--- src/design/tfc_defs.vh ---
/*
  Constants of the thermal/fan configuration bank: register offsets,
  field positions, power-on values and timing figures.
  Assumes a 50 MHz system clock.
*/
`ifndef TFC_DEFS_VH
`define TFC_DEFS_VH

`define TFC_ADDR_W         8
`define TFC_OFS_SCAN       8'h02
`define TFC_OFS_POLES      8'h03
`define TFC_OFS_PINFN      8'h04
`define TFC_OFS_RATE       8'h05

`define TFC_RST_SCAN       8'h84
`define TFC_RST_POLES      8'h44
`define TFC_RST_PINFN      8'h00
`define TFC_RST_RATE       8'h07

`define TFC_SCAN_RR        7
`define TFC_SCAN_RSVD      6
`define TFC_SCAN_CH_HI     5
`define TFC_SCAN_CH_LO     4
`define TFC_SCAN_SPLIT     3
`define TFC_SCAN_LINEAR    2
`define TFC_SCAN_NOBOOST   1
`define TFC_SCAN_SWRST     0

`define TFC_PIN_REF        7
`define TFC_PIN_WIN_HI     6
`define TFC_PIN_WIN_LO     4
`define TFC_PIN_XOR        3
`define TFC_PIN_EN_RB      2
`define TFC_PIN_EN_RA      1
`define TFC_PIN_EN_LOC     0

`define TFC_CH_LOCAL       2'h0
`define TFC_CH_REMOTE_A    2'h1
`define TFC_CH_REMOTE_B    2'h2
`define TFC_CH_RESERVED    2'h3

`define TFC_RATE_MAX       4'h9
`define TFC_WIN_MAX        3'h5

`define TFC_CLK_MHZ        50
`define TFC_WIN_BASE_US    250000
`define TFC_RATE_BASE_US   31250
`define TFC_WIN_BASE_CYC   (`TFC_WIN_BASE_US * `TFC_CLK_MHZ)
`define TFC_RATE_BASE_CYC  (`TFC_RATE_BASE_US * `TFC_CLK_MHZ)

`endif

--- src/design/tfc_conv_pacer.v ---
/*
  Conversion pacer: issues conversion starts at the selected rate and
  walks the channels. Expects an already clamped rate code.
*/
`timescale 1ns/10ps
`include "tfc_defs.vh"

module tfc_conv_pacer
#(
  parameter [31:0] RATE_BASE_CYCLES = `TFC_RATE_BASE_CYC
)
(
  input  wire       clk_sys,
  input  wire       reset_n,
  input  wire       roundRobin,
  input  wire [1:0] channelSel,
  input  wire [3:0] rateCode,
  output reg        convStart,
  output reg        scanStart,
  output reg  [1:0] convChannel,
  output reg  [3:0] activeRate
);

  reg  [31:0] count;
  reg  [1:0]  next_channel;
  reg         next_scan;
  wire [31:0] period;

  // Slowest code is 512 times the base period
  assign period = RATE_BASE_CYCLES << (`TFC_RATE_MAX - activeRate);

  always @*
  begin
    if (roundRobin)
    begin
      next_channel = (convChannel == `TFC_CH_REMOTE_B) ?
                     `TFC_CH_LOCAL : convChannel + 2'h1;
      next_scan    = (next_channel == `TFC_CH_LOCAL);
    end
    else
    begin
      next_channel = channelSel;
      next_scan    = 1'b1;
    end
  end

  always @(posedge clk_sys or negedge reset_n)
  begin
    if (!reset_n)
    begin
      count       <= 32'h0;
      convStart   <= 1'b0;
      scanStart   <= 1'b0;
      convChannel <= `TFC_CH_LOCAL;
      activeRate  <= 4'h7;
    end
    else if (count >= period - 32'h1)
    begin
      count       <= 32'h0;
      convStart   <= 1'b1;
      scanStart   <= next_scan;
      convChannel <= next_channel;
      if (next_scan)
        activeRate <= rateCode;
    end
    else
    begin
      count     <= count + 32'h1;
      convStart <= 1'b0;
      scanStart <= 1'b0;
    end
  end

endmodule

--- src/design/tfc_config_regs.v ---
/*
  Configuration bank of the thermal monitor / fan controller: scan
  control, fan pole counts, pin function and window, conversion rate.
  Assumes the management-bus engine presents a single-cycle register
  port on clk_sys, and that lock, timer enable and limit comparisons
  come from logic on the same clock.
*/
// Behaviour
// - Scan bit set cycles all channels; clear converts one channel only.
// - Selector picks local, remote A or remote B; code 3 is unused.
// - Split bit clear gives four points per fan; set gives one table.
// - Speed-style bit set ramps speed linearly; clear uses discrete.
// - Boost-inhibit bit set stops overtemperature fan boost.
// - Writing soft-reset bit restores these registers; bit self-clears.
// - Pole register holds fan two high nibble, fan one low nibble.
// - Pin bit clear gives fault output; set gives overtemp reference.
// - Window field selects 0.25 s to 8 s; codes five to seven 8 s.
// - Pin bit three enables the XOR connectivity test.
// - Per-channel enables drive overtemp output when timer on, over limit.
// - Rate field selects 0.0625 to 32 conversions per second.
// - New rate takes effect only at start of next scan.
// - Power-on values 84, 44, 00, 07; soft reset and lock cover all.
// - While lock bit is set, host writes here are ignored.
// - Timer enable makes overtemp pin timed; output enables need it.
`timescale 1ns/10ps
`include "tfc_defs.vh"

module tfc_config_regs
#(
  parameter [31:0] WIN_BASE_CYCLES  = `TFC_WIN_BASE_CYC,
  parameter [31:0] RATE_BASE_CYCLES = `TFC_RATE_BASE_CYC
)
(
  input  wire       clk_sys,
  input  wire       reset_n,
  input  wire       regWrEn,
  input  wire       regRdEn,
  input  wire [7:0] regAddr,
  input  wire [7:0] regWrData,
  output reg  [7:0] regRdData,
  input  wire       lockActive,
  input  wire       overtempTimerEnable,
  input  wire       localOverLimit,
  input  wire       remoteAOverLimit,
  input  wire       remoteBOverLimit,
  input  wire       overtempLimitHit,
  input  wire       overtempTimerHit,
  output reg        softRestorePulse,
  output wire       roundRobin,
  output wire [1:0] channelSelect,
  output wire       tableSplit,
  output wire       linearSpeed,
  output wire       boostInhibit,
  output reg        fanBoost,
  output wire [3:0] fan2Poles,
  output wire [3:0] fan1Poles,
  output wire       refInputMode,
  output wire       fanFaultOutMode,
  output wire [2:0] overtempOntimeWindow,
  output reg        windowTick,
  output wire       xorTestEnable,
  output wire       remoteBOvertempOutEn,
  output wire       remoteAOvertempOutEn,
  output wire       localOvertempOutEn,
  output reg        overtempSignalDrive,
  output wire [3:0] rateSelect,
  output wire [3:0] activeRate,
  output wire       convStart,
  output wire       scanStart,
  output wire [1:0] convChannel
);

  reg  [7:1]  scanCtl;
  reg  [7:0]  poleCounts;
  reg  [7:0]  pinFunc;
  reg  [3:0]  rateSel;
  reg  [31:0] winCount;
  reg  [2:0]  winCode;
  reg  [7:0]  next_rdData;
  wire        wrAllowed;
  wire        hitScan;
  wire        hitPoles;
  wire        hitPinFn;
  wire        hitRate;
  wire        softRestore;
  wire [3:0]  rateEff;
  wire [1:0]  chanEff;
  wire [31:0] winPeriod;
  wire [2:0]  chanOutEn;
  wire [2:0]  chanOver;
  wire [2:0]  chanFire;
  genvar      gi;

  // Reset images, sliced to the stored widths
  localparam [7:0] RST_SCAN = `TFC_RST_SCAN;
  localparam [7:0] RST_RATE = `TFC_RST_RATE;

  assign wrAllowed = regWrEn & ~lockActive;

  assign hitScan  = (regAddr == `TFC_OFS_SCAN);
  assign hitPoles = (regAddr == `TFC_OFS_POLES);
  assign hitPinFn = (regAddr == `TFC_OFS_PINFN);
  assign hitRate  = (regAddr == `TFC_OFS_RATE);

  assign softRestore = wrAllowed & hitScan &
                       regWrData[`TFC_SCAN_SWRST];

  // Register writes; soft restore wins over the data of its own write
  always @(posedge clk_sys or negedge reset_n)
  begin
    if (!reset_n)
    begin
      scanCtl <= RST_SCAN[7:1];
    end
    else if (softRestore)
    begin
      scanCtl <= RST_SCAN[7:1];
    end
    else if (wrAllowed && hitScan)
    begin
      scanCtl <= regWrData[7:1];
    end
  end

  always @(posedge clk_sys or negedge reset_n)
  begin
    if (!reset_n)
    begin
      poleCounts <= `TFC_RST_POLES;
    end
    else if (softRestore)
    begin
      poleCounts <= `TFC_RST_POLES;
    end
    else if (wrAllowed && hitPoles)
    begin
      poleCounts <= regWrData;
    end
  end

  always @(posedge clk_sys or negedge reset_n)
  begin
    if (!reset_n)
    begin
      pinFunc <= `TFC_RST_PINFN;
    end
    else if (softRestore)
    begin
      pinFunc <= `TFC_RST_PINFN;
    end
    else if (wrAllowed && hitPinFn)
    begin
      pinFunc <= regWrData;
    end
  end

  always @(posedge clk_sys or negedge reset_n)
  begin
    if (!reset_n)
    begin
      rateSel <= RST_RATE[3:0];
    end
    else if (softRestore)
    begin
      rateSel <= RST_RATE[3:0];
    end
    else if (wrAllowed && hitRate)
    begin
      rateSel <= regWrData[3:0];
    end
  end

  always @(posedge clk_sys or negedge reset_n)
  begin
    if (!reset_n)
      softRestorePulse <= 1'b0;
    else
      softRestorePulse <= softRestore;
  end

  // Read mux; self-clearing bit and read-only nibble read as zero
  always @*
  begin
    next_rdData = 8'h00;
    case (regAddr)
      `TFC_OFS_SCAN:
        next_rdData = {scanCtl, 1'b0};
      `TFC_OFS_POLES:
        next_rdData = poleCounts;
      `TFC_OFS_PINFN:
        next_rdData = pinFunc;
      `TFC_OFS_RATE:
        next_rdData = {4'h0, rateSel};
      default:
        next_rdData = 8'h00;
    endcase
  end

  always @(posedge clk_sys or negedge reset_n)
  begin
    if (!reset_n)
      regRdData <= 8'h00;
    else if (regRdEn)
      regRdData <= next_rdData;
  end

  assign roundRobin = scanCtl[`TFC_SCAN_RR];

  assign channelSelect = scanCtl[`TFC_SCAN_CH_HI:`TFC_SCAN_CH_LO];

  // reserved selector falls back to local
  assign chanEff = (channelSelect == `TFC_CH_RESERVED) ?
                   `TFC_CH_LOCAL : channelSelect;

  assign tableSplit = scanCtl[`TFC_SCAN_SPLIT];

  assign linearSpeed = scanCtl[`TFC_SCAN_LINEAR];

  assign boostInhibit = scanCtl[`TFC_SCAN_NOBOOST];

  // Fan logic holds its last speed whenever fanBoost stays low
  always @(posedge clk_sys or negedge reset_n)
  begin
    if (!reset_n)
      fanBoost <= 1'b0;
    else
      fanBoost <= ~boostInhibit &
                  (overtempLimitHit | overtempTimerHit);
  end

  assign fan2Poles = poleCounts[7:4];
  assign fan1Poles = poleCounts[3:0];

  assign refInputMode    = pinFunc[`TFC_PIN_REF];
  assign fanFaultOutMode = ~pinFunc[`TFC_PIN_REF];

  assign overtempOntimeWindow = pinFunc[`TFC_PIN_WIN_HI:`TFC_PIN_WIN_LO];

  // codes above four all give 8 s
  always @*
  begin
    if (overtempOntimeWindow > `TFC_WIN_MAX)
      winCode = `TFC_WIN_MAX;
    else
      winCode = overtempOntimeWindow;
  end

  assign winPeriod = WIN_BASE_CYCLES << winCode;

  // Window counter keeps its count when a shorter window is chosen mid-count; past the new end it clears and ticks at the next edge
  always @(posedge clk_sys or negedge reset_n)
  begin
    if (!reset_n)
    begin
      winCount   <= 32'h0;
      windowTick <= 1'b0;
    end
    // window runs only while timed input enabled
    else if (!overtempTimerEnable)
    begin
      winCount   <= 32'h0;
      windowTick <= 1'b0;
    end
    else if (winCount >= winPeriod - 32'h1)
    begin
      winCount   <= 32'h0;
      windowTick <= 1'b1;
    end
    else
    begin
      winCount   <= winCount + 32'h1;
      windowTick <= 1'b0;
    end
  end

  assign xorTestEnable = pinFunc[`TFC_PIN_XOR];

  assign remoteBOvertempOutEn = pinFunc[`TFC_PIN_EN_RB];
  assign remoteAOvertempOutEn = pinFunc[`TFC_PIN_EN_RA];
  assign localOvertempOutEn   = pinFunc[`TFC_PIN_EN_LOC];

  assign chanOutEn = {remoteBOvertempOutEn, remoteAOvertempOutEn,
                      localOvertempOutEn};
  assign chanOver  = {remoteBOverLimit, remoteAOverLimit, localOverLimit};

  generate
    for (gi = 0; gi < 3; gi = gi + 1)
    begin : g_chan
      assign chanFire[gi] = chanOutEn[gi] & chanOver[gi];
    end
  endgenerate

  always @(posedge clk_sys or negedge reset_n)
  begin
    if (!reset_n)
      overtempSignalDrive <= 1'b0;
    else
      // enabled channel over limit, timer on
      overtempSignalDrive <= overtempTimerEnable & (|chanFire);
  end

  assign rateSelect = rateSel;

  // undocumented codes run at the fastest rate
  assign rateEff = (rateSel > `TFC_RATE_MAX) ? `TFC_RATE_MAX : rateSel;

  // pacer applies the rate at scan start
  tfc_conv_pacer
  #(
    .RATE_BASE_CYCLES (RATE_BASE_CYCLES)
  )
  u_pacer
  (
    .clk_sys     (clk_sys),
    .reset_n     (reset_n),
    .roundRobin  (roundRobin),
    .channelSel  (chanEff),
    .rateCode    (rateEff),
    .convStart   (convStart),
    .scanStart   (scanStart),
    .convChannel (convChannel),
    .activeRate  (activeRate)
  );

endmodule

--- config.mk ---
export PLATFORM = sky130hd
export DESIGN_NAME = tfc_config_regs
export DESIGN_NICKNAME = d
export VERILOG_FILES = /design/src/design/tfc_conv_pacer.v /design/src/design/tfc_config_regs.v
export VERILOG_INCLUDE_DIRS = /design/src /design/src/design
export SDC_FILE = /design/constraint.sdc
export NUM_CORES = 1
export LEC_CHECK = 0
export BUFFER_PORTS_ARGS = -buffer_cell sky130_fd_sc_hd__buf_2
export CAP_MARGIN = 40
export CORE_ASPECT_RATIO = 1.75
export CORE_MARGIN = 3
export CORE_UTILIZATION = 60
export DETAILED_ROUTE_END_ITERATION = 10
export GPL_TIMING_DRIVEN = 0
export PLACE_DENSITY = 0.87
export REMOVE_ABC_BUFFERS = 1
export SETUP_SLACK_MARGIN = 0.02
export SLEW_MARGIN = 10
export SYNTH_ARGS = -nofsm -noshare
export SYNTH_HDL_FRONTEND = slang
export SYNTH_HIERARCHICAL = 1
export SYNTH_SLANG_ARGS = --single-unit
--- constraint.sdc ---
create_clock -name clk_sys -period 10.49 [get_ports clk_sys]
set_input_delay 0 -clock clk_sys [delete_from_list [all_inputs] [get_ports clk_sys]]
set_output_delay 0 -clock clk_sys [all_outputs]
set_load 0.005 [all_outputs]
# [After elaboration in Yosys (flattened, before gate mapping)]
# Index checks and enable logic that the tools add are counted.
[totals] ff_bits=111 mem_bits_rw=0 romBits=0 n_memories=0 inputBits=27 latch_bits=0
[op_classes] n_eq_ne=6 shifts=2 n_mul=0 n_addsub=6 reduce_logical=11 bitwise_logic=12 mux=22 n_div=0 magnitude_cmp=4
[op_table] cell="$mux 32" n=3
[op_table] cell="$add 32x1->32 const B" n=2
[op_table] cell="$ge 32x32->1" n=2
[op_table] cell="$sub 32x1->32 const B" n=2
[op_table] cell="$mux 8" n=4
[op_table] cell="$pmux 8 s4" n=1
[op_table] cell="$shl 21x4->32 const A" n=1
[op_table] cell="$shl 24x3->32 const A" n=1
[op_table] cell="$eq 8x2->1 const B" n=2
[op_table] cell="$eq 8x3->1 const B" n=2
[op_table] cell="$mux 7" n=2
[op_table] cell="$mux 4" n=3
[op_table] cell="$and 1x1->1" n=8
[op_table] cell="$reduce_bool 2->1" n=4
[op_table] cell="$mux 2" n=3
[op_table] cell="$mux 1" n=5
[op_table] cell="$eq 2x2->1 const B" n=2
[op_table] cell="$gt 4x4->1 const B" n=1
[op_table] cell="$logic_and 1x1->1" n=4
[op_table] cell="$sub 4x4->4 const A" n=1
[op_table] cell="$gt 3x3->1 const B" n=1
[op_table] cell="$mux 3" n=1
[op_table] cell="$not 1->1" n=3
[op_table] cell="$reduce_or 3->1" n=1
[op_table] cell="4 further kinds" n=4

# [Longest topological paths before layout]
[depth] ltp_word=7 ltp_mapped=21

# [Hierarchy]
# Netlist, hierarchy kept.
[by_module_without_submodules] module="tfc_config_regs" instances=1 seq_area_each_um2=1785.5 cells_each=422 area_per_inst_um2=4177.8
[by_module_without_submodules] module="tfc_conv_pacer" instances=1 seq_area_each_um2=1004.7 cells_each=347 area_per_inst_um2=3009.1

# [Worst setup path after synthesis]
# Ideal clock, no wire load.
[synth_path] path_kind="register -> register" startpoint="register u_pacer.activeRate[1]" endpoint="register u_pacer.convChannel[0]" setup_slack_ns=6.495 required_time_ns=10.365 path_stages_with_launch=18 setup_ns=0.125 arrival_ns=3.870 n_path_buf=2 cell_sequence="dfstp_2 > inv_1 > ha_1 > xnor2_1 > o31ai_1 > nand2_1 > ha_1 > clkbuf_1 > xnor2_1 > o22ai_1 > ha_1 > a21oi_1 > nand2_1 > a221oi_2 > a21oi_2 > or2_1 > buf_6 > mux2_4"
[synth_between] elab_chain_cells=4
[synth_lines] item="start, declared" line="tfc_conv_pacer.v:21" text="output reg [3:0] activeRate"
[synth_lines] item="start signal, assigned" line="tfc_conv_pacer.v:64" text="activeRate <= rateCode;"
[synth_lines] item="$sub 4x4->4 (no source line)"
[synth_lines] item="$shl 21x4->32" line="tfc_conv_pacer.v:30" text="assign period = RATE_BASE_CYCLES << (`TFC_RATE_MAX - activeRate);"
[synth_lines] item="$sub 32x1->32" line="tfc_conv_pacer.v:57" text="else if (count >= period - 32'h1)"
[synth_lines] item="$ge 32x32->1" line="tfc_conv_pacer.v:57"
[synth_lines] item="end signal, assigned" line="tfc_conv_pacer.v:54" text="convChannel <= `TFC_CH_LOCAL;"
[synth_lines] item="end signal, assigned" line="tfc_conv_pacer.v:62" text="convChannel <= next_channel;"
[synth_lines] item="end, declared" line="tfc_conv_pacer.v:20" text="output reg [1:0] convChannel,"
# Every way passes these cells.
# A chain may end at the register's enable or synchronous reset.

# [Worst setup path in the final report]
# Ends and elaborated chain as after synthesis.

==> results.json <==
{
  "status": "completed",
  "io_pins": 74,
  "routed_via_density": 6.50,
  "worstSetupStartpointType": "flip-flop",
  "clockRootBuffer": "clkbuf_16",
  "dpl.hpwl_um": 12900,
  "yosysSeqAreaShare_pct": 38.8,
  "regToRegSetupSlack_ns": 5.07,
  "worstPathArrival_ns": 5.66,
  "max_slew_margin_pct": 41.0,
  "synthTopCellsByCount": "dfrtp_1, nor2_1, nand2_1",
  "max-vdd-ir-drop_mv": 0.152,
  "holdBufCountCts": 16,
  "via_count": 6359,
  "drtPass1Iterations": 6,
  "grt_pass1_wl_um": 29300,
  "synth.most_common_cell": "dfrtp_1",
  "synthTopCellsByArea": "dfrtp_1, ha_1, nor2_1, xnor2_1, nand2_1",
  "ys_warn_count": 6,
  "grt_util_all_layers_pct": 27.8,
  "core-area_sq_um": 11600,
  "rows": 52,
  "antenna_cells": 0,
  "async_flop_share_pct": 100,
  "clk_pin_slew_ns": 0.08,
  "finalSetupViolCount": 0,
  "synth_edf_count": 0,
  "overflow": 0,
  "areaGrowthSynthToFinish_pct": 13.9,
  "fp.dieH_um": 151,
  "rsz0062_at_grt": "false",
  "slew_viol_final": 0,
  "drc_errors": 0,
  "crit_fanout": 24,
  "clock_sinks": 111,
  "portBuffers": 73,
  "crit_type": "reg -> reg",
  "hold_viol": 0,
  "grt_max_degree": 74,
  "grt_pass1_vias": 6137,
  "synthDistinctLibCells": 75,
  "die_area_sq_um": 13400,
  "routed_wl_um": 18200,
  "synth.largest_area_cell": "dfrtp_1",
  "synth_seq_cells": 111,
  "syn_area_sq_um": 7190,
  "nets": 926,
  "start_util_pct": 61.7,
  "drt_iter0_markers": 351,
  "synth.top_cell.area_share_pct": 35.2,
  "fin_crit_sh_pct": 51.6,
  "layout-drive-gt1-share_pct": 17.4,
  "worstMarginPinSlew_ns": 0.884,
  "clk_latency_ns": 0.36,
  "setup_tns_ns": 0,
  "antenna_found_initial": 0,
  "drv_cap": 0,
  "avgSynthCellArea_sq_um": 9.35,
  "cts_setup_buffers": 0,
  "clock_skew_ns": 0.0100,
  "crit_required_ns": 10.73,
  "die_x_um": 88.7,
  "cts_tree": "yes",
  "clockBufferDepth": 2,
  "place.gp.congestion": 0.938,
  "max_freq_mhz": 185,
  "leakage_nw": 3.79,
  "cts_resized": 0,
  "cts_made_buffers": 9,
  "hp-class": "in -> reg",
  "cellPowerDensity_nw_per_um2": 105,
  "ant_nets": 0,
  "synthFlopType": "dfrtp_1",
  "fin_crit_ns": 5.42,
  "worst_setup_path_end_kind": "flip-flop",
  "synthCells": 769,
  "htreeDepth": 3,
  "placedInstanceArea_sq_um": 7700,
  "final_cell_area_sq_um": 8180,
  "post_drt_wl_per_cell_um": 18.6
}
## critical path, cell delays in order, from the launching register on
cell and delay (ns):
dfstp_2 0.69, inv_1 0.15, ha_1 0.75, nand2_1 0.24
o31ai_1 0.40, nand2_1 0.21, ha_1 0.38, nor2_1 0.20
nand3_1 0.10, a21oi_1 0.21, a21oi_1 0.11, ha_1 0.35
nand2_1 0.05, o21ai_0 0.28, o211ai_1 0.14, a21oi_2 0.26
or2_1 0.43, mux2_4 0.34
## layout make-up
type	instances	area (sq um)
multi-input cells	591	4120
fillers	838	3460
flip-flops and latches	111	2790
repair buffers	96	663
clock buffers	9	225
well taps	135	169
inverters	30	113
clock inverters	7	101
## flip-flops by register name, indices dropped and copies added, names as in the netlist
name                 cells
poleCounts               8
fanBoost                 1
u_pacer/scanStart        1
pinFunc                  8
rateSelect               4
u_pacer/activeRate       4
u_pacer/count           32
softRestorePulse         1
scanCtl                  7
overtempSignalDrive      1
regRdData                8
u_pacer/convStart        1
u_pacer/convChannel      2
windowTick               1
winCount                32
## cell families (layout without fill, tap and decap cells)
family / count (synthesis) / count (layout) / synth area share (%)
adders and majority gates: 60 / 60 / 10.4
AOI/OAI and AO/OA: 125 / 125 / 11.9
DFF: 111 / 111 / 38.8
buffers and inverters: 67 / 142 / 4.33
and+or+nand+nor: 323 / 323 / 24.1
xor gates and xnor gates: 63 / 63 / 7.68
muxes: 18 / 18 / 2.65
other: 2 / 2 / 0.104
## final timing paths
check | cells after the start | endpoint | start
max | 17 | u_pacer/convChannel[0]$_DFFE_PN0P_ | u_pacer/activeRate[1]$_DFFE_PN1P_
max in group asynchronous | 3 | u_pacer/activeRate[0]$_DFFE_PN1P_ | reset_n
max reg2reg | 17 | u_pacer/convChannel[0]$_DFFE_PN0P_ | u_pacer/activeRate[1]$_DFFE_PN1P_
min | 3 | regRdData[5]$_DFFE_PN0P_ | regRdEn
min reg2reg | 1 | u_pacer/count[0]$_DFF_PN0_ | u_pacer/count[0]$_DFF_PN0_
min in group asynchronous | 2 | u_pacer/count[10]$_DFF_PN0_ | reset_n
## metrics by stage
step	power (W)	util (%)	cells	setup WS (ns)	hold WS [ns]
CTS	0.000864	70.3	979	5.21	0.0562
floorplan	0.000465	-	732	5.65	-0.296
global placement	0.000490	64.6	940	4.39	0.217
finish	0.000856	70.3	979	5.07	0.0775
detailed placement	0.000496	66.1	947	5.22	-0.0601
global route	0.000888	70.3	979	4.75	0.0929
## placed cells by master, fill, tap and decap left out, types with 5 or more instances in the layout
cell type | Yosys | routed
buf_2 | 6 | 72
a21o_1 | 5 | 5
mux2i_1 | 13 | 13
nand3_1 | 31 | 31
dfstp_2 | 10 | 10
and4_1 | 11 | 11
xnor2_1 | 38 | 38
nand2b_1 | 5 | 5
nor4_2 | 6 | 7
o2bb2ai_1 | 8 | 8
inv_1 | 29 | 29
nor2_1 | 91 | 91
nor2b_1 | 5 | 5
dlygate4sd3_1 | 0 | 16
a22o_1 | 6 | 6
nand2_1 | 76 | 76
nor4_1 | 36 | 35
o22ai_1 | 5 | 5
ha_1 | 60 | 60
dfrtp_1 | 101 | 101
o21ai_0 | 24 | 24
clkbuf_16 | 0 | 9
nor3_1 | 13 | 13
nand4_1 | 15 | 15
xor2_1 | 25 | 24
a222oi_1 | 5 | 5
and3_1 | 6 | 6
a21oi_1 | 34 | 34
## layer usage
metal	vias to the layer above	share of wire [%]	global-route usage [%]
met3	93	5.1	4.63
met5	-	0	0
met4	0	5.8	16.3
met1	3069	35	30.5
li1	2911	-	-
met2	286	54	49.1
## report_power, final
group	internal, W	total, W	switching, W
sequential	0.000433	0.000439	0.00000541
clock	0.000177	0.000363	0.000187
combinational	0.0000219	0.0000544	0.0000325
total	0.000632	0.000856	0.000224
(Power assumes the default switching activity.)
